<file path="config.mk">
export PLATFORM = sky130hd
export DESIGN_NAME = twbil_core
export DESIGN_NICKNAME = d
export VERILOG_FILES = /design/src/twbil_pkg.sv /design/src/twbil_line_mon.sv /design/src/twbil_core.sv
export VERILOG_INCLUDE_DIRS = /design/src /design/src/src
export SDC_FILE = /design/constraint.sdc
export NUM_CORES = 1
export LEC_CHECK = 0
export BUFFER_PORTS_ARGS = -buffer_cell sky130_fd_sc_hd__buf_2
export CELL_PAD_IN_SITES_DETAIL_PLACEMENT = 0
export CELL_PAD_IN_SITES_GLOBAL_PLACEMENT = 1
export CORE_ASPECT_RATIO = 0.8
export CORE_MARGIN = 2
export CORE_UTILIZATION = 47
export CTS_CLUSTER_SIZE = 16
export DETAILED_ROUTE_END_ITERATION = 10
export PLACE_DENSITY = 0.84
export REMOVE_ABC_BUFFERS = 1
export SYNTH_ARGS = -nofsm -noshare
export SYNTH_HDL_FRONTEND = slang
export SYNTH_SLANG_ARGS = --single-unit
</file>
<file path="constraint.sdc">
create_clock -name i_mclk -period 7.85 [get_ports i_mclk]
set_input_delay 1.1775 -clock i_mclk [delete_from_list [all_inputs] [get_ports i_mclk]]
set_output_delay 1.1775 -clock i_mclk [all_outputs]
set_load 0.05 [all_outputs]
</file>
<file path="src/twbil_cfg.svh">
// register map, field positions and reset values of the two-wire bus block
// assumes: 32-bit AXI4-Lite words, one byte-wide register per aligned word
`ifndef TWBIL_CFG_SVH
`define TWBIL_CFG_SVH

`define TWBIL_OFS_ADDR 8'h00
`define TWBIL_OFS_FDIV 8'h04
`define TWBIL_OFS_CTL1 8'h08
`define TWBIL_OFS_STAT 8'h0C
`define TWBIL_OFS_DATA 8'h10
`define TWBIL_OFS_ACFG 8'h14

`define TWBIL_C1_EN   7
`define TWBIL_C1_IE   6
`define TWBIL_C1_MST  5
`define TWBIL_C1_TX   4
`define TWBIL_C1_TRANSMIT_ACKNOWLEDGE_SELECT 3
`define TWBIL_C1_REPEAT_START_REQUEST 2

`define TWBIL_ST_ARBITRATION_LOST_FLAG 4
`define TWBIL_ST_IF   1

`define TWBIL_AC_GCEN 7
`define TWBIL_AC_TENB 6
`define TWBIL_AC_MASK 8'hC7

`define TWBIL_RST_BYTE 8'h00
`define TWBIL_DIV_BASE 16'h0014
`define TWBIL_TEN_HDR  5'h1E
`define TWBIL_RESP_OK  2'h0
`define TWBIL_RESP_ERR 2'h2

`endif

</file>
<file path="src/twbil_pkg.sv">
// types shared by the two-wire bus block
// assumes: constants come from twbil_cfg.svh
package twbil_pkg;

  typedef enum logic [8:0] {
    M_IDLE  = 9'h001,
    M_START = 9'h002,
    M_WAIT  = 9'h004,
    M_LOW   = 9'h008,
    M_HIGH  = 9'h010,
    M_STPA  = 9'h020,
    M_STPB  = 9'h040,
    M_RSA   = 9'h080,
    M_RSB   = 9'h100
  } twbil_mst_e;

  typedef logic [7:0] twbil_byte_t;

endpackage : twbil_pkg

</file>
<file path="src/twbil_line_mon.sv">
// bus line monitor: clock edges, start and stop conditions, busy state
// assumes: line inputs already synchronous to i_mclk
`timescale 1ns/1ps
module twbil_line_mon (
  input  wire logic i_mclk,
  input  wire logic i_rst_n,
  input  wire logic i_scl,
  input  wire logic i_sda,
  output logic      o_scl,
  output logic      o_sda,
  output logic      o_rise,
  output logic      o_fall,
  output logic      o_start,
  output logic      o_stop,
  output logic      o_busy
);

  logic p_scl_r;
  logic p_sda_r;

  // idle bus reads high, so reset to high avoids false edges
  always_ff @(posedge i_mclk or negedge i_rst_n) begin
    if (!i_rst_n) begin
      o_scl   <= 1'b1;
      o_sda   <= 1'b1;
      p_scl_r <= 1'b1;
      p_sda_r <= 1'b1;
    end else begin
      o_scl   <= i_scl;
      o_sda   <= i_sda;
      p_scl_r <= o_scl;
      p_sda_r <= o_sda;
    end
  end

  assign o_rise  = o_scl & ~p_scl_r;
  assign o_fall  = ~o_scl & p_scl_r;
  assign o_start = o_scl & p_scl_r & p_sda_r & ~o_sda;
  assign o_stop  = o_scl & p_scl_r & ~p_sda_r & o_sda;

  always_ff @(posedge i_mclk or negedge i_rst_n) begin
    if (!i_rst_n) begin
      o_busy <= 1'b0;
    end else if (o_start) begin
      o_busy <= 1'b1;
    end else if (o_stop) begin
      o_busy <= 1'b0;
    end
  end

endmodule : twbil_line_mon

</file>
<file path="src/twbil_core.sv">
// two-wire bus interface: registers on AXI4-Lite, master and slave engine
// assumes: open-drain lines resolved outside; i_scl/i_sda synchronous
`timescale 1ns/1ps
`include "twbil_cfg.svh"
module twbil_core (
  input  wire logic        i_mclk,
  input  wire logic        i_rst_n,
  input  wire logic [7:0]  i_axi_awaddr,
  input  wire logic        i_axi_awvalid,
  output logic             o_axi_awready,
  input  wire logic [31:0] i_axi_wdata,
  input  wire logic [3:0]  i_axi_wstrb,
  input  wire logic        i_axi_wvalid,
  output logic             o_axi_wready,
  output logic [1:0]       o_axi_bresp,
  output logic             o_axi_bvalid,
  input  wire logic        i_axi_bready,
  input  wire logic [7:0]  i_axi_araddr,
  input  wire logic        i_axi_arvalid,
  output logic             o_axi_arready,
  output logic [31:0]      o_axi_rdata,
  output logic [1:0]       o_axi_rresp,
  output logic             o_axi_rvalid,
  input  wire logic        i_axi_rready,
  input  wire logic        i_scl,
  input  wire logic        i_sda,
  output logic             o_scl_o,
  output logic             o_scl_oe,
  output logic             o_sda_o,
  output logic             o_sda_oe,
  output logic             o_irq
);

  // ----------------------------------------------------------------
  // functions
  // ----------------------------------------------------------------
  function automatic logic twbil_mapped(input logic [7:0] a);
    case (a)
      `TWBIL_OFS_ADDR, `TWBIL_OFS_FDIV, `TWBIL_OFS_CTL1,
      `TWBIL_OFS_STAT, `TWBIL_OFS_DATA, `TWBIL_OFS_ACFG: return 1'b1;
      default: return 1'b0;
    endcase
  endfunction : twbil_mapped

  // half a line clock period in bus clocks: multiplier times divider
  function automatic logic [15:0] twbil_half(input logic [7:0] f);
    logic [15:0] d;
    d = `TWBIL_DIV_BASE + {9'h000, f[5:0], 1'b0};
    case (f[7:6])
      2'h1:    return d << 1;
      2'h2:    return d << 2;
      default: return d;
    endcase
  endfunction : twbil_half

  // ----------------------------------------------------------------
  // declarations
  // ----------------------------------------------------------------
  logic                 bscl;
  logic                 bsda;
  logic                 b_rise;
  logic                 b_fall;
  logic                 b_start;
  logic                 b_stop;
  logic                 busy;
  logic [7:0]           aw_r;
  logic                 awf_r;
  logic                 awf_nxt;
  logic                 wf_r;
  logic                 wf_nxt;
  logic [7:0]           wd_r;
  logic                 ws_r;
  logic                 rvalid_nxt;
  logic [31:0]          rd_mux;
  logic                 aw_hs;
  logic                 w_hs;
  logic                 ar_hs;
  logic                 wr_do;
  logic                 we;
  logic                 w_c1;
  logic                 w_st;
  logic                 w_dat;
  logic                 r_dat;
  twbil_pkg::twbil_byte_t addr_r;
  twbil_pkg::twbil_byte_t fdiv_r;
  twbil_pkg::twbil_byte_t acfg_r;
  twbil_pkg::twbil_byte_t data_r;
  twbil_pkg::twbil_byte_t sh_r;
  logic                 en_r;
  logic                 ie_r;
  logic                 mst_r;
  logic                 tx_r;
  logic                 transmit_acknowledge_select_r;
  logic                 tcf_r;
  logic                 addressed_as_slave_flag_r;
  logic                 arbitration_lost_flag_r;
  logic                 srw_r;
  logic                 iif_r;
  logic                 received_acknowledge_flag_r;
  logic [3:0]           bitcnt_r;
  logic                 addrph_r;
  logic                 ten1_r;
  logic                 ten2_r;
  logic                 slv_r;
  logic                 ackme_r;
  logic                 hold_r;
  twbil_pkg::twbil_mst_e st_r;
  twbil_pkg::twbil_mst_e st_nxt;
  logic [15:0]          cnt_r;
  logic                 mst_act;
  logic                 xmit;
  logic                 tbit;
  logic                 eval;
  logic                 adr_eval;
  logic                 gc;
  logic                 m7;
  logic                 t1;
  logic                 t2;
  logic                 hit;
  logic                 t1w;
  logic                 byte_end;
  logic                 inv;
  logic                 tcf_set;
  logic                 mst_go;
  logic                 mst_stop;
  logic                 repeat_start_request;
  logic                 arb_set;
  logic                 go;
  logic                 scl_rel;
  logic                 run;
  logic                 tick;
  logic                 m_scl_low;
  logic                 m_sda_force;
  logic                 m_sda_quiet;
  logic                 d_low;

  twbil_line_mon u_mon (
    .i_mclk  (i_mclk),
    .i_rst_n (i_rst_n),
    .i_scl   (i_scl),
    .i_sda   (i_sda),
    .o_scl   (bscl),
    .o_sda   (bsda),
    .o_rise  (b_rise),
    .o_fall  (b_fall),
    .o_start (b_start),
    .o_stop  (b_stop),
    .o_busy  (busy)
  );

  // ----------------------------------------------------------------
  // AXI4-Lite slave
  // ----------------------------------------------------------------
  assign aw_hs   = i_axi_awvalid & o_axi_awready;
  assign w_hs    = i_axi_wvalid & o_axi_wready;
  assign ar_hs   = i_axi_arvalid & o_axi_arready;
  assign wr_do   = awf_r & wf_r & ~o_axi_bvalid;
  assign awf_nxt = (awf_r & ~wr_do) | aw_hs;
  assign wf_nxt  = (wf_r & ~wr_do) | w_hs;
  assign rvalid_nxt = ar_hs | (o_axi_rvalid & ~i_axi_rready);

  always_ff @(posedge i_mclk or negedge i_rst_n) begin
    if (!i_rst_n) begin
      aw_r          <= `TWBIL_RST_BYTE;
      awf_r         <= 1'b0;
      o_axi_awready <= 1'b0;
      wd_r          <= `TWBIL_RST_BYTE;
      ws_r          <= 1'b0;
      wf_r          <= 1'b0;
      o_axi_wready  <= 1'b0;
    end else begin
      if (aw_hs) begin
        aw_r <= i_axi_awaddr;
      end
      if (w_hs) begin
        wd_r <= i_axi_wdata[7:0];
        ws_r <= i_axi_wstrb[0];
      end
      awf_r         <= awf_nxt;
      o_axi_awready <= ~awf_nxt;
      wf_r          <= wf_nxt;
      o_axi_wready  <= ~wf_nxt;
    end
  end

  always_ff @(posedge i_mclk or negedge i_rst_n) begin
    if (!i_rst_n) begin
      o_axi_bvalid <= 1'b0;
      o_axi_bresp  <= `TWBIL_RESP_OK;
    end else begin
      o_axi_bvalid <= wr_do | (o_axi_bvalid & ~i_axi_bready);
      if (wr_do) begin
        o_axi_bresp <= twbil_mapped(aw_r) ? `TWBIL_RESP_OK : `TWBIL_RESP_ERR;
      end
    end
  end

  always_comb begin
    case (i_axi_araddr)
      `TWBIL_OFS_ADDR: rd_mux = {24'h000000, addr_r[7:1], 1'b0};
      `TWBIL_OFS_FDIV: rd_mux = {24'h000000, fdiv_r};
      `TWBIL_OFS_CTL1: rd_mux = {24'h000000, en_r, ie_r, mst_r, tx_r, transmit_acknowledge_select_r, 3'h0};
      `TWBIL_OFS_STAT: rd_mux = {24'h000000, tcf_r, addressed_as_slave_flag_r, busy, arbitration_lost_flag_r, 1'b0,
                                 srw_r, iif_r, received_acknowledge_flag_r};
      `TWBIL_OFS_DATA: rd_mux = {24'h000000, data_r};
      `TWBIL_OFS_ACFG: rd_mux = {24'h000000, acfg_r};
      default:         rd_mux = 32'h00000000;
    endcase
  end

  always_ff @(posedge i_mclk or negedge i_rst_n) begin
    if (!i_rst_n) begin
      o_axi_rvalid  <= 1'b0;
      o_axi_arready <= 1'b0;
      o_axi_rdata   <= 32'h00000000;
      o_axi_rresp   <= `TWBIL_RESP_OK;
    end else begin
      o_axi_rvalid  <= rvalid_nxt;
      o_axi_arready <= ~rvalid_nxt;
      if (ar_hs) begin
        o_axi_rdata <= rd_mux;
        o_axi_rresp <= twbil_mapped(i_axi_araddr) ? `TWBIL_RESP_OK : `TWBIL_RESP_ERR;
      end
    end
  end

  assign we    = wr_do & ws_r;
  assign w_c1  = we & (aw_r == `TWBIL_OFS_CTL1);
  assign w_st  = we & (aw_r == `TWBIL_OFS_STAT);
  assign w_dat = we & (aw_r == `TWBIL_OFS_DATA);
  assign r_dat = ar_hs & (i_axi_araddr == `TWBIL_OFS_DATA);

  // ----------------------------------------------------------------
  // control registers
  // ----------------------------------------------------------------
  assign mst_go   = w_c1 & wd_r[`TWBIL_C1_MST] & ~mst_r & wd_r[`TWBIL_C1_EN];
  assign mst_stop = w_c1 & ~wd_r[`TWBIL_C1_MST] & mst_r;
  assign repeat_start_request     = w_c1 & wd_r[`TWBIL_C1_REPEAT_START_REQUEST];

  // reset leaves the module disabled; it has no path to a system reset
  always_ff @(posedge i_mclk or negedge i_rst_n) begin
    if (!i_rst_n) begin
      en_r   <= 1'b0;
      ie_r   <= 1'b0;
      mst_r  <= 1'b0;
      tx_r   <= 1'b0;
      transmit_acknowledge_select_r <= 1'b0;
      addr_r <= `TWBIL_RST_BYTE;
      fdiv_r <= `TWBIL_RST_BYTE;
      acfg_r <= `TWBIL_RST_BYTE;
    end else begin
      if (w_c1) begin
        en_r   <= wd_r[`TWBIL_C1_EN];
        ie_r   <= wd_r[`TWBIL_C1_IE];
        tx_r   <= wd_r[`TWBIL_C1_TX];
        transmit_acknowledge_select_r <= wd_r[`TWBIL_C1_TRANSMIT_ACKNOWLEDGE_SELECT];
      end
      if (arb_set | (w_c1 & ~wd_r[`TWBIL_C1_EN])) begin
        mst_r <= 1'b0;
      end else if (w_c1) begin
        mst_r <= wd_r[`TWBIL_C1_MST];
      end
      if (we & (aw_r == `TWBIL_OFS_ADDR)) begin
        addr_r <= {wd_r[7:1], 1'b0};
      end
      if (we & (aw_r == `TWBIL_OFS_FDIV)) begin
        fdiv_r <= wd_r;
      end
      if (we & (aw_r == `TWBIL_OFS_ACFG)) begin
        acfg_r <= wd_r & `TWBIL_AC_MASK;
      end
    end
  end

  // ----------------------------------------------------------------
  // byte engine, shared by master and slave
  // ----------------------------------------------------------------
  assign mst_act  = (st_r != twbil_pkg::M_IDLE);
  assign inv      = mst_act | slv_r;
  assign xmit     = mst_act ? (addrph_r | tx_r) : (slv_r & srw_r & ~received_acknowledge_flag_r);
  assign tbit     = data_r[3'h7 - bitcnt_r[2:0]];
  assign eval     = b_fall & (bitcnt_r == 4'h7);
  assign byte_end = b_fall & (bitcnt_r == 4'h8);
  assign adr_eval = eval & addrph_r & ~mst_act & en_r;
  assign gc       = (sh_r == 8'h00);
  assign m7       = ~acfg_r[`TWBIL_AC_TENB] & (sh_r[7:1] == addr_r[7:1]);
  assign t1       = acfg_r[`TWBIL_AC_TENB] & ~ten2_r
                    & (sh_r[7:1] == {`TWBIL_TEN_HDR, acfg_r[2:1]});
  assign t2       = ten2_r & (sh_r == {acfg_r[0], addr_r[7:1]});
  // general call answered only while enabled, in either addressing mode
  assign hit      = adr_eval & ((gc & acfg_r[`TWBIL_AC_GCEN]) | m7 | t2
                    | (t1 & sh_r[0] & ten1_r));
  assign t1w      = adr_eval & t1 & ~sh_r[0];
  assign tcf_set  = byte_end & (inv | ten2_r) & en_r;

  always_ff @(posedge i_mclk or negedge i_rst_n) begin
    if (!i_rst_n) begin
      bitcnt_r <= 4'h0;
      addrph_r <= 1'b0;
      ten1_r   <= 1'b0;
      ten2_r   <= 1'b0;
      slv_r    <= 1'b0;
      srw_r    <= 1'b0;
      sh_r     <= `TWBIL_RST_BYTE;
      ackme_r  <= 1'b0;
      received_acknowledge_flag_r   <= 1'b0;
    end else if (!en_r || b_stop) begin
      bitcnt_r <= 4'h0;
      addrph_r <= 1'b0;
      ten1_r   <= 1'b0;
      ten2_r   <= 1'b0;
      slv_r    <= 1'b0;
      ackme_r  <= 1'b0;
    end else if (b_start) begin
      bitcnt_r <= 4'hF; // the clock fall closing a start is no data bit: it wraps to zero
      addrph_r <= 1'b1;
      ten2_r   <= 1'b0;
      slv_r    <= 1'b0;
      ackme_r  <= 1'b0;
    end else begin
      if (b_rise && bitcnt_r < 4'h8) begin
        sh_r <= {sh_r[6:0], bsda};
      end
      if (b_rise && bitcnt_r == 4'h8 && xmit) begin
        received_acknowledge_flag_r <= bsda;
      end
      if (eval) begin
        bitcnt_r <= 4'h8;
        ackme_r  <= addrph_r ? (hit | t1w) : (inv & ~xmit & ~transmit_acknowledge_select_r);
        if (addrph_r) begin
          ten2_r <= t1w;
        end
        if (hit) begin
          slv_r  <= 1'b1;
          srw_r  <= (m7 | t1) & sh_r[0];
          received_acknowledge_flag_r <= 1'b0;
        end
        if (adr_eval & t2) begin
          ten1_r <= 1'b1;
        end
      end else if (byte_end) begin
        bitcnt_r <= 4'h0;
        addrph_r <= ten2_r;
        ackme_r  <= 1'b0;
      end else if (b_fall) begin
        bitcnt_r <= bitcnt_r + 4'h1;
      end
    end
  end

  // received byte, or the matched address so a general call reads zero
  always_ff @(posedge i_mclk or negedge i_rst_n) begin
    if (!i_rst_n) begin
      data_r <= `TWBIL_RST_BYTE;
    end else if (w_dat) begin
      data_r <= wd_r;
    end else if (eval & (addrph_r ? (hit | t1w) : (inv & ~xmit))) begin
      data_r <= sh_r;
    end
  end

  // slave stretches the clock after each byte until software services it
  always_ff @(posedge i_mclk or negedge i_rst_n) begin
    if (!i_rst_n) begin
      hold_r <= 1'b0;
    end else if (!en_r || b_stop) begin
      hold_r <= 1'b0;
    end else if (byte_end & slv_r & ~mst_act) begin
      hold_r <= 1'b1;
    end else if (w_dat | r_dat) begin
      hold_r <= 1'b0;
    end
  end

  // ----------------------------------------------------------------
  // arbitration and status flags
  // ----------------------------------------------------------------
  assign arb_set = en_r & (
      (mst_go & busy)
    | (repeat_start_request & ~mst_r)
    | (b_stop & mst_act & (st_r != twbil_pkg::M_STPB))
    | (b_rise & mst_act & xmit & ~bitcnt_r[3] & tbit & ~bsda)
    | (b_rise & mst_act & ~xmit & bitcnt_r[3] & ~ackme_r & ~bsda));

  // hardware set wins over a software clear in the same cycle
  always_ff @(posedge i_mclk or negedge i_rst_n) begin
    if (!i_rst_n) begin
      tcf_r  <= 1'b0;
      addressed_as_slave_flag_r <= 1'b0;
      arbitration_lost_flag_r <= 1'b0;
      iif_r  <= 1'b0;
    end else begin
      if (tcf_set) begin
        tcf_r <= 1'b1;
      end else if (w_dat | r_dat) begin
        tcf_r <= 1'b0;
      end
      if (hit) begin
        addressed_as_slave_flag_r <= 1'b1;
      end else if (w_c1) begin
        addressed_as_slave_flag_r <= 1'b0;
      end
      if (arb_set) begin
        arbitration_lost_flag_r <= 1'b1;
      end else if (w_st & wd_r[`TWBIL_ST_ARBITRATION_LOST_FLAG]) begin
        arbitration_lost_flag_r <= 1'b0;
      end
      if (tcf_set | hit | arb_set) begin
        iif_r <= 1'b1;
      end else if (w_st & wd_r[`TWBIL_ST_IF]) begin
        iif_r <= 1'b0;
      end
    end
  end

  // ----------------------------------------------------------------
  // master clock generator
  // ----------------------------------------------------------------
  assign go      = w_dat | (r_dat & ~tx_r & ~addrph_r);
  assign scl_rel = (st_r == twbil_pkg::M_START) | (st_r == twbil_pkg::M_HIGH)
                 | (st_r == twbil_pkg::M_STPB) | (st_r == twbil_pkg::M_RSB);
  // a released clock only counts once the line is seen high (stretching)
  assign run     = ~scl_rel | bscl;
  assign tick    = run & (cnt_r == twbil_half(fdiv_r) - 16'h0001);

  always_comb begin
    st_nxt = st_r;
    case (st_r)
      twbil_pkg::M_IDLE:  if (mst_go & ~busy) st_nxt = twbil_pkg::M_START;
      twbil_pkg::M_START: if (tick) st_nxt = twbil_pkg::M_WAIT;
      twbil_pkg::M_WAIT: begin
        if (mst_stop) begin
          st_nxt = twbil_pkg::M_STPA;
        end else if (repeat_start_request) begin
          st_nxt = twbil_pkg::M_RSA;
        end else if (go) begin
          st_nxt = twbil_pkg::M_LOW;
        end
      end
      twbil_pkg::M_LOW:   if (tick) st_nxt = twbil_pkg::M_HIGH;
      twbil_pkg::M_HIGH: begin
        if (tick) begin
          st_nxt = bitcnt_r[3] ? twbil_pkg::M_WAIT : twbil_pkg::M_LOW;
        end
      end
      twbil_pkg::M_STPA:  if (tick) st_nxt = twbil_pkg::M_STPB;
      twbil_pkg::M_STPB:  if (tick) st_nxt = twbil_pkg::M_IDLE;
      twbil_pkg::M_RSA:   if (tick) st_nxt = twbil_pkg::M_RSB;
      twbil_pkg::M_RSB:   if (tick) st_nxt = twbil_pkg::M_START;
      default:            st_nxt = twbil_pkg::M_IDLE;
    endcase
  end

  // losing arbitration drops straight to idle: lines released, no stop
  always_ff @(posedge i_mclk or negedge i_rst_n) begin
    if (!i_rst_n) begin
      st_r <= twbil_pkg::M_IDLE;
    end else if (!en_r || arb_set) begin
      st_r <= twbil_pkg::M_IDLE;
    end else begin
      st_r <= st_nxt;
    end
  end

  always_ff @(posedge i_mclk or negedge i_rst_n) begin
    if (!i_rst_n) begin
      cnt_r <= 16'h0000;
    end else if (tick || st_nxt != st_r) begin
      cnt_r <= 16'h0000;
    end else if (run) begin
      cnt_r <= cnt_r + 16'h0001;
    end
  end

  // ----------------------------------------------------------------
  // line drivers
  // ----------------------------------------------------------------
  assign m_scl_low   = (st_r == twbil_pkg::M_WAIT) | (st_r == twbil_pkg::M_LOW)
                     | (st_r == twbil_pkg::M_STPA) | (st_r == twbil_pkg::M_RSA);
  assign m_sda_force = (st_r == twbil_pkg::M_START) | (st_r == twbil_pkg::M_STPA)
                     | (st_r == twbil_pkg::M_STPB);
  assign m_sda_quiet = m_sda_force | (st_r == twbil_pkg::M_RSA)
                     | (st_r == twbil_pkg::M_RSB);
  assign d_low       = bitcnt_r[3] ? ackme_r : (xmit & ~tbit);

  always_ff @(posedge i_mclk or negedge i_rst_n) begin
    if (!i_rst_n) begin
      o_scl_o  <= 1'b0;
      o_sda_o  <= 1'b0;
      o_scl_oe <= 1'b0;
      o_sda_oe <= 1'b0;
      o_irq    <= 1'b0;
    end else begin
      o_scl_o  <= 1'b0;
      o_sda_o  <= 1'b0;
      o_scl_oe <= en_r & (m_scl_low | hold_r);
      o_sda_oe <= en_r & (m_sda_force | (d_low & ~m_sda_quiet));
      o_irq    <= iif_r & ie_r;
    end
  end

endmodule : twbil_core

</file>
==> qor_table.md, run 1 <==
| Stage | Quantity | This run |
| --- | --- | --- |
| cells and area | Post-route design area | 8300 um^2 |
| grt | Via count of the first global-routing pass | 5691 |
| worst setup path | Endpoint kind of the worst setup timing path | register |
| run status | Outcome | finished, final reports clean |
| synth | Most common cell in the netlist | dfrtp_1 |
| job | Max Cap Violations | 0 |
| place | Placed wire-length estimate after detailed placement | 13.2 mm |
| clock network | Number of sinks driven by the clock tree | 124 |
| clock network | Clock tree from TritonCTS | built |
| worst setup path | Critical Path Slowest Stage Cell | o21ai_2 |
| power and ir drop | Lkg Pwr | 3.78 nW |
| grt | Initial antenna violation count | 0 |
| route | Detailed-route wire length per cell | 17.5 um |
| clock network | Clock Latency Late Sink | 0.44 ns |
| worst setup path | Maximum fanout along the worst path | 17 |
| die | Die extent in y | 116 um |
| cells and area | Layout cells sized above 1 | 19.4% |
| synth | Flip-flop and latch count after synthesis | 124 |
| synth | Area share of the leading cell type in the synthesized netlist | 40.1% |
| die | Total die area | 16800 um^2 |
| route | Number of antenna-violating nets in the routed design | 0 |
| synth | Instance count of the mapped netlist | 773 |
| timing | Final count of hold timing violations | 0 |
| route | Wirelength, routed | 18.0 mm |
| worst setup path | Critical Path AT | 4.82 ns |
| synth | Unique cell type count in the Yosys netlist | 77 |
| timing | Worst-case headroom to the max-slew limit | 31.8% |
| timing | RSZ-0062 raised after global routing | false |
| die | DIE WIDTH | 145 um |
| cells and area | Area growth, synth to finish | 11.8% |
| cells and area | Final nets | 872 |
| place | IO Port Bufs | 51 |
| power and ir drop | Power Dens Cells | 259 nW/um^2 |
| grt | Global-route wire length before repair | 29.9 mm |
| synth | Largest cells by area after synthesis | dfrtp_1 (40%), mux2_2 (7.4%), nand2_1 (4.4%) |
| synth | Post-Syn Area per Cell | 9.61 um^2 |
| place | Total placed instance area | 7690 um^2 |
| timing | Post-layout minimum cycle time | 4.54 ns |
| timing | Minimum hold slack | 0.400 ns |
| timing | Setup violators final | 0 |
| route | Total iterations of the first detailed-routing run | 5 |
| synth | Predominant post-synthesis flop cell | dfrtp_1 |
| route | Via-per-instance ratio | 5.70 |
| route | DR iter-0 viols | 534 |
| timing | Final worst clock skew | 0.0132 ns |
| clock network | CTS Root Cell | clkbuf_16 |
| grt | Pin count of the biggest net entering global routing | 81 |
| clock network | Hold-fix buffer count after cts | 0 |
| die | Top-Level Pins | 107 |
| grt | GRT Total Usage | 23.3% |
| clock network | CTS clock-pin slew for the worst setup and hold paths | 0.06 ns |
| timing | Share of the clock period used by the worst path | 57.8% |
| cells and area | Layout Utilization | 53.2% |
| clock network | Cts repair resizes | 0 |
| clock network | CTS H-tree lvls | 4 |
| timing | Total negative setup slack | 0 ns |
| grt | Total global routing overflow | 0 |
| power and ir drop | Worst IR drop on VDD | 0.000286 V |
| worst hold path | Worst hold path type | reg2reg |
| timing | Fin. max-slew vios | 0 |
| timing | Peak Freq | 220 MHz |
| die | Initial core utilization | 47.6% |
| synth | Largest area contributor in the netlist | dfrtp_1 |
| die | Core region area | 15600 um^2 |
| route | DRC | 0 |
| cells and area | Antenna cells | 0 |
| synth | Commonest cells in the synthesized netlist | dfrtp_1 (119), nand2_1 (87), nor2_1 (62) |
| synth | Synth warnings | 0 |
| worst setup path | Worst setup path class | reg2reg |
| timing | Transition time at the pin with the least slew margin | 1.02 ns |
| synth | Combined area of all synthesized cells | 7430 um^2 |
| worst setup path | Data required time at the worst endpoint | 8.14 ns |
| route | Number of vias in the routed layout | 5891 |
| worst setup path | Kind of start point of the critical path | register |
| clock network | Buffer levels on the longest clock path | 2 |
| worst setup path | Critical Path Max Stage Delay | 0.78 ns |
| synth | Count of flip-flops with a built-in enable after synthesis | 0 |
| clock network | Total setup buffers inserted after CTS | 0 |
| synth | Sequential cell area fraction in the yosys report | 41.9% |
| clock network | Clock buffer count from CTS | 17 |
| die | Row Count | 41 |
| synth | Async SR Flop Fraction | 100% |
| worst setup path | Worst path cell trace | inv_1, ha_1, inv_1, a31oi_1, ha_1, nand2b_1, o32a_1, a211o_1, and3b_1, mux2i_1, nand4b_1, o21ai_2, nor2_1 |
| place | Weighted congestion at the end of routability-driven global placement | 0.951 |
==> worst max-delay path: cells and delay by family (launching register included) <==
| family | cells | cell delay, ns |
|---|---|---|
| adder cells (fa/ha/maj) | 2 | 0.82 |
| multiplexers | 1 | 0.19 |
| AND/OR/NAND/NOR | 4 | 1.03 |
| buffers and inverters | 2 | 0.29 |
| flip-flops | 1 | 0.40 |
| AO/OA/AOI/OAI | 4 | 1.62 |
==> per-stage QoR <==
step / setup WS (ns) / power, mW / cells
6_report: 3.31 / 2.15 / 1033
5_1_grt: 2.91 / 2.25 / 1033
4_1_cts: 3.31 / 2.16 / 1033
3_5_place_dp: 3.33 / 1.34 / 1001
3_3_place_gp: 3.51 / 1.32 / 1001
2_1_floorplan: 4.16 / 1.18 / 732
==> power by group <==
| part | switching (mW) | internal [mW] |
|---|---|---|
| clock | 0.328 | 0.489 |
| sequential | 0.149 | 0.741 |
| combinational | 0.262 | 0.180 |
==> layout by cell type, fill, tap and decap left out, drive strengths merged, types with 5 or more instances in the layout <==
cell	Yosys	layout
xnor2	24	24
a21o	5	5
mux2i	26	26
nor3b	7	7
dfrtp	119	119
nand2b	9	9
nand4	9	9
nor4	12	12
and2	7	7
inv	20	28
o21a	6	6
nor2	63	63
buf	39	54
nand3b	8	8
nor3	18	18
conb	1	28
nand4b	6	6
o21ai	42	42
ha	6	6
a31oi	10	10
dfstp	5	5
clkbuf	29	18
or3	12	12
nor4b	7	7
nor2b	9	9
mux2	49	49
nand2	87	87
a21oi	23	23
and3	5	5
xor2	24	24
or2	7	7
nand3	12	12
==> final timing paths <==
| path | startpoint | to | slack, ns | cells past startpoint |
|---|---|---|---|---|
| setup reg to reg | fdiv_r[6]$_DFFE_PN0P_ | cnt_r[1]$_DFFE_PN0P_ | 3.31 | 13 |
| max in group asynchronous | i_rst_n | tcf_r$_DFFE_PN0P_ | 5.68 | 2 |
| min in group asynchronous | i_rst_n | wd_r[6]$_DFFE_PN0P_ | 0.73 | 1 |
| setup / recovery | fdiv_r[6]$_DFFE_PN0P_ | cnt_r[1]$_DFFE_PN0P_ | 3.31 | 13 |
| hold reg to reg | u_mon.o_scl$_DFF_PN1_ | u_mon.p_scl_r$_DFF_PN1_ | 0.40 | 0 |
| hold / removal | u_mon.o_scl$_DFF_PN1_ | u_mon.p_scl_r$_DFF_PN1_ | 0.40 | 0 |
==> metal layers <==
metal / wire length [um] / share of wire, % / global-route usage [%] / vias up
met5: 0 / 0 / 0 / -
met4: 155 / 0.86 / 6.34 / 0
met3: 1160 / 6.4 / 6.31 / 15
met2: 7900 / 44 / 34.3 / 194
met1: 8810 / 49 / 33.9 / 2923
li1: - / - / - / 2759
==> cell type report <==
| cell class | count | area [um^2] |
|---|---|---|
| Tap cell | 215 | 269 |
| Inverter | 20 | 75.1 |
| Clock inverter | 14 | 174 |
| Multi-Input combinational cell | 588 | 3960 |
| Timing Repair Buffer | 54 | 280 |
| Clock buffer | 18 | 439 |
| Fill cell | 1421 | 7290 |
| Sequential cell | 124 | 3110 |
==> logic make-up (layout without fill, tap and decap cells) <==
kind of cell,Yosys count,count (layout),share of synthesized area (%)
compound gates,133,133,11.8
xor+xnor,49,49,6.07
fa+ha+maj,7,7,1.15
buf+inv,88,106,6.22
flops,124,124,41.9
mux,79,79,12.1
other cells,1,28,0.0505
simple gates,292,292,20.7
==> sequential cells by signal (all words and copies together) (netlist names), 4 cells and up <==
| signal | flops |
|---|---|
| addr_r | 7 |
| data_r | 8 |
| fdiv_r | 8 |
| sh_r | 8 |
| bitcnt_r | 4 |
| cnt_r | 16 |
| acfg_r | 5 |
| aw_r | 8 |
| st_r | 9 |
| wd_r | 8 |
| o_axi_rdata | 8 |
Note: power is estimated with default switching activity, not from simulation.
==> run 2: changes to the inputs <==
--- a/config.mk
+++ b/config.mk
@@ -11,10 +11,10 @@
 export CELL_PAD_IN_SITES_GLOBAL_PLACEMENT = 1
 export CORE_ASPECT_RATIO = 0.8
 export CORE_MARGIN = 2
-export CORE_UTILIZATION = 47
+export CORE_UTILIZATION = 45
 export CTS_CLUSTER_SIZE = 16
 export DETAILED_ROUTE_END_ITERATION = 10
-export PLACE_DENSITY = 0.84
+export PLACE_DENSITY = 0.81
 export REMOVE_ABC_BUFFERS = 1
 export SYNTH_ARGS = -nofsm -noshare
 export SYNTH_HDL_FRONTEND = slang
==> constraint.sdc (replaced) <==
create_clock -name i_mclk -period 4.5 [get_ports i_mclk]
set_input_delay 0.675 -clock i_mclk [delete_from_list [all_inputs] [get_ports i_mclk]]
set_output_delay 0.675 -clock i_mclk [all_outputs]
set_load 0.05 [all_outputs]
==> qor_table.md, run 2 (same netlist as run 1, synthesis figures left out) <==
| Stage | Quantity | This run | Delta |
| --- | --- | --- | --- |
| worst setup path | Capture instance of the worst register-to-register path | st_r[3]$_DFF_PN0_ |  |
| power and ir drop | Power Dens Cells | 444 nW/um^2 | +72% |
| grt | Via count of the first global-routing pass | 5733 | +0.74% |
| worst setup path | Kind of start point of the critical path | register |  |
| cells and area | Total area of sequential cells | 3110 um^2 | unchanged |
| clock network | CTS H-tree lvls | 4 | unchanged |
| worst setup path | Endpoint kind of the worst setup timing path | register |  |
| run status | Outcome | finished, final reports clean |  |
| worst setup path | Data required time at the worst endpoint | 4.84 ns | -3.30 ns |
| die | Total die area | 17600 um^2 | +4.3% |
| timing | Post-route setup slack | 0.780 ns | -2.53 ns |
| timing | Setup violators final | 0 | unchanged |
| grt | GRT Total Usage | 21.8% | -1.5 points |
| grt | Total global routing overflow | 0 | unchanged |
| cells and area | Final nets | 877 | +0.57% |
| cells and area | Count of placed standard cells in the final layout, fillers left out | 1038 | +0.48% |
| worst setup path | Critical Path AT | 4.06 ns | -0.76 ns |
| route | DR iter-0 viols | 419 | -22% |
| worst setup path | Family with the most delay on the worst path | simple AND/OR/NAND/NOR gates |  |
| die | Top-Level Pins | 107 | unchanged |
| timing | Post-layout minimum cycle time | 3.72 ns | -0.819 ns |
| clock network | CTS clock-pin slew for the worst setup and hold paths | 0.06 ns | about the same |
| clock network | Clock Latency Late Sink | 0.43 ns | about the same |
| worst setup path | Maximum fanout along the worst path | 16 | -1 |
| die | Core region area | 16000 um^2 | +2.3% |
| clock network | Hold-fix buffer count after cts | 0 | unchanged |
| clock network | Clock tree from TritonCTS | built |  |
| grt | Initial antenna violation count | 0 | unchanged |
| clock network | Cts repair resizes | 0 | unchanged |
| timing | Fin. max-slew vios | 0 | unchanged |
| place | Inst Count DP | 1006 | +0.50% |
| cells and area | Commonest non-fill, non-tap cells in the layout | dfrtp_1 (119), nand2_1 (87), nor2_1 (62) |  |
| place | Weighted congestion at the end of routability-driven global placement | 0.891 | -6.3% |
| die | Initial core utilization | 46.5% | -1.1 points |
| worst setup path | Critical Path Max Stage Delay | 0.53 ns | -0.25 ns |
| timing | Final count of hold timing violations | 0 | unchanged |
| cells and area | Antenna cells | 0 | unchanged |
| place | Total placed instance area | 7730 um^2 | +0.49% |
| cells and area | Largest reg by FF count | cnt_r |  |
| cells and area | Post-route design area | 8310 um^2 | +0.14% |
| route | Wirelength, routed | 18.4 mm | +1.8% |
| worst setup path | Sum of buffers and inverters on the critical path | 3 | +1 |
| route | Number of antenna-violating nets in the routed design | 0 | unchanged |
| place | Placed wire-length estimate after detailed placement | 13.4 mm | +1.5% |
| worst setup path | Register-to-register setup slack | 0.78 ns | -2.53 ns |
| timing | RSZ-0062 raised after global routing | false |  |
| worst setup path | Worst path cell trace | inv_1, ha_1, inv_1, nor2_1, a31oi_1, ha_1, nand2b_1, o32a_1, a211o_1, nand2_1, nand4_1, nor3_1, nand4b_1, buf_4, or4_1, a31oi_1 |  |
| cells and area | Top Registers | cnt_r x16, st_r x9 |  |
| worst setup path | Worst setup path class | reg2reg |  |
| grt | Pin count of the biggest net entering global routing | 69 | -15% |
| grt | Global-route wire length before repair | 30.2 mm | +1.2% |
| die | Row Count | 41 | unchanged |
| timing | Share of the clock period used by the worst path | 82.7% | +25 points |
| clock network | Buffer levels on the longest clock path | 2 | unchanged |
| timing | Minimum hold slack | 0.350 ns | -0.0502 ns |
| timing | Worst-case headroom to the max-slew limit | 35.4% | +3.6 points |
| die | Die extent in y | 119 um | +2.1% |
| cells and area | Most common cell after layout, fill and taps aside | dfrtp_1 |  |
| timing | Peak Freq | 269 MHz | +22% |
| clock network | Total setup buffers inserted after CTS | 0 | unchanged |
| cells and area | Flip-flop count of the largest register, all copies and words added | 16 | unchanged |
| cells and area | Layout cells sized above 1 | 19.9% | +0.49 points |
| clock network | Clock buffer count from CTS | 17 | unchanged |
| route | Number of vias in the routed layout | 5928 | +0.63% |
| clock network | Number of sinks driven by the clock tree | 124 | unchanged |
| worst hold path | Worst hold path type | in2async |  |
| power and ir drop | Worst IR drop on VDD | 0.000367 V | +28% |
| route | DRC | 0 | unchanged |
| cells and area | Combined area of the multi-input logic cells | 3960 um^2 | unchanged |
| clock network | CTS Root Cell | clkbuf_16 |  |
| die | DIE WIDTH | 148 um | +2.1% |
| place | Worst setup slack after placement | 0.816 ns | -2.52 ns |
| cells and area | Area growth, synth to finish | 12.0% |  |
| timing | Total negative setup slack | 0 ns | unchanged |
| worst setup path | Reg2Reg Depth | 16 | +3 |
| power and ir drop | Lkg Pwr | 3.79 nW | +0.26% |
| route | Detailed-route wire length per cell | 17.7 um | +1.3% |
| worst setup path | Launch instance of the worst register-to-register path | fdiv_r[6]$_DFFE_PN0P_ |  |
| timing | Final worst clock skew | 0.0143 ns | +0.00108 ns |
| cells and area | Number of inserted filler cells in the final layout | 1425 | +0.28% |
| job | Max Cap Violations | 0 | unchanged |
| route | Total iterations of the first detailed-routing run | 5 | unchanged |
| timing | Transition time at the pin with the least slew margin | 0.967 ns | -0.0564 ns |
| route | Via-per-instance ratio | 5.71 | +0.14% |
| worst setup path | Critical Path Slowest Stage Cell | or4_1 |  |
| place | IO Port Bufs | 51 | unchanged |
-- run 2: power by group --
group,switching (mW),internal (mW)
logic,0.457,0.316
clock network,0.573,0.796
registers,0.260,1.29
total,1.29,2.40
-- run 2: layout make-up --
class | count | share of cell area, %
multi-input cells | 588 | 47.6
flip-flops and latches | 124 | 37.4
clock buffers | 18 | 5.28
repair buffers | 59 | 3.82
well taps | 215 | 3.24
clock inverters | 14 | 1.78
inverters | 20 | 0.903
-- run 2: worst max path at each step --
stage                                from                end  cells past startpoint
finish              fdiv_r[6]$_DFFE_PN0P_  st_r[3]$_DFF_PN0_                     16
global route        fdiv_r[6]$_DFFE_PN0P_  st_r[3]$_DFF_PN0_                     16
CTS                 fdiv_r[6]$_DFFE_PN0P_  st_r[3]$_DFF_PN0_                     16
detailed placement  fdiv_r[6]$_DFFE_PN0P_  st_r[3]$_DFF_PN0_                     15
global placement    fdiv_r[6]$_DFFE_PN0P_  st_r[1]$_DFF_PN0_                     15
floorplan           fdiv_r[6]$_DFFE_PN0P_  st_r[3]$_DFF_PN0_                     13
-- run 2: metal layers --
metal	track usage [%]	vias to the layer above	routed length, um
li1	-	2774	-
met1	32.5	2940	8940
met2	31.6	193	8020
met3	4.75	21	1160
met4	6.61	0	230
met5	0	-	0
-- run 2: stage by stage --
stage,utilization (%),total power [mW]
5_1_grt,52.1,3.87
2_1_floorplan,-,2.07
4_1_cts,52.1,3.71
3_5_place_dp,48.4,2.33
3_3_place_gp,48.4,2.30
6_report,52.1,3.70
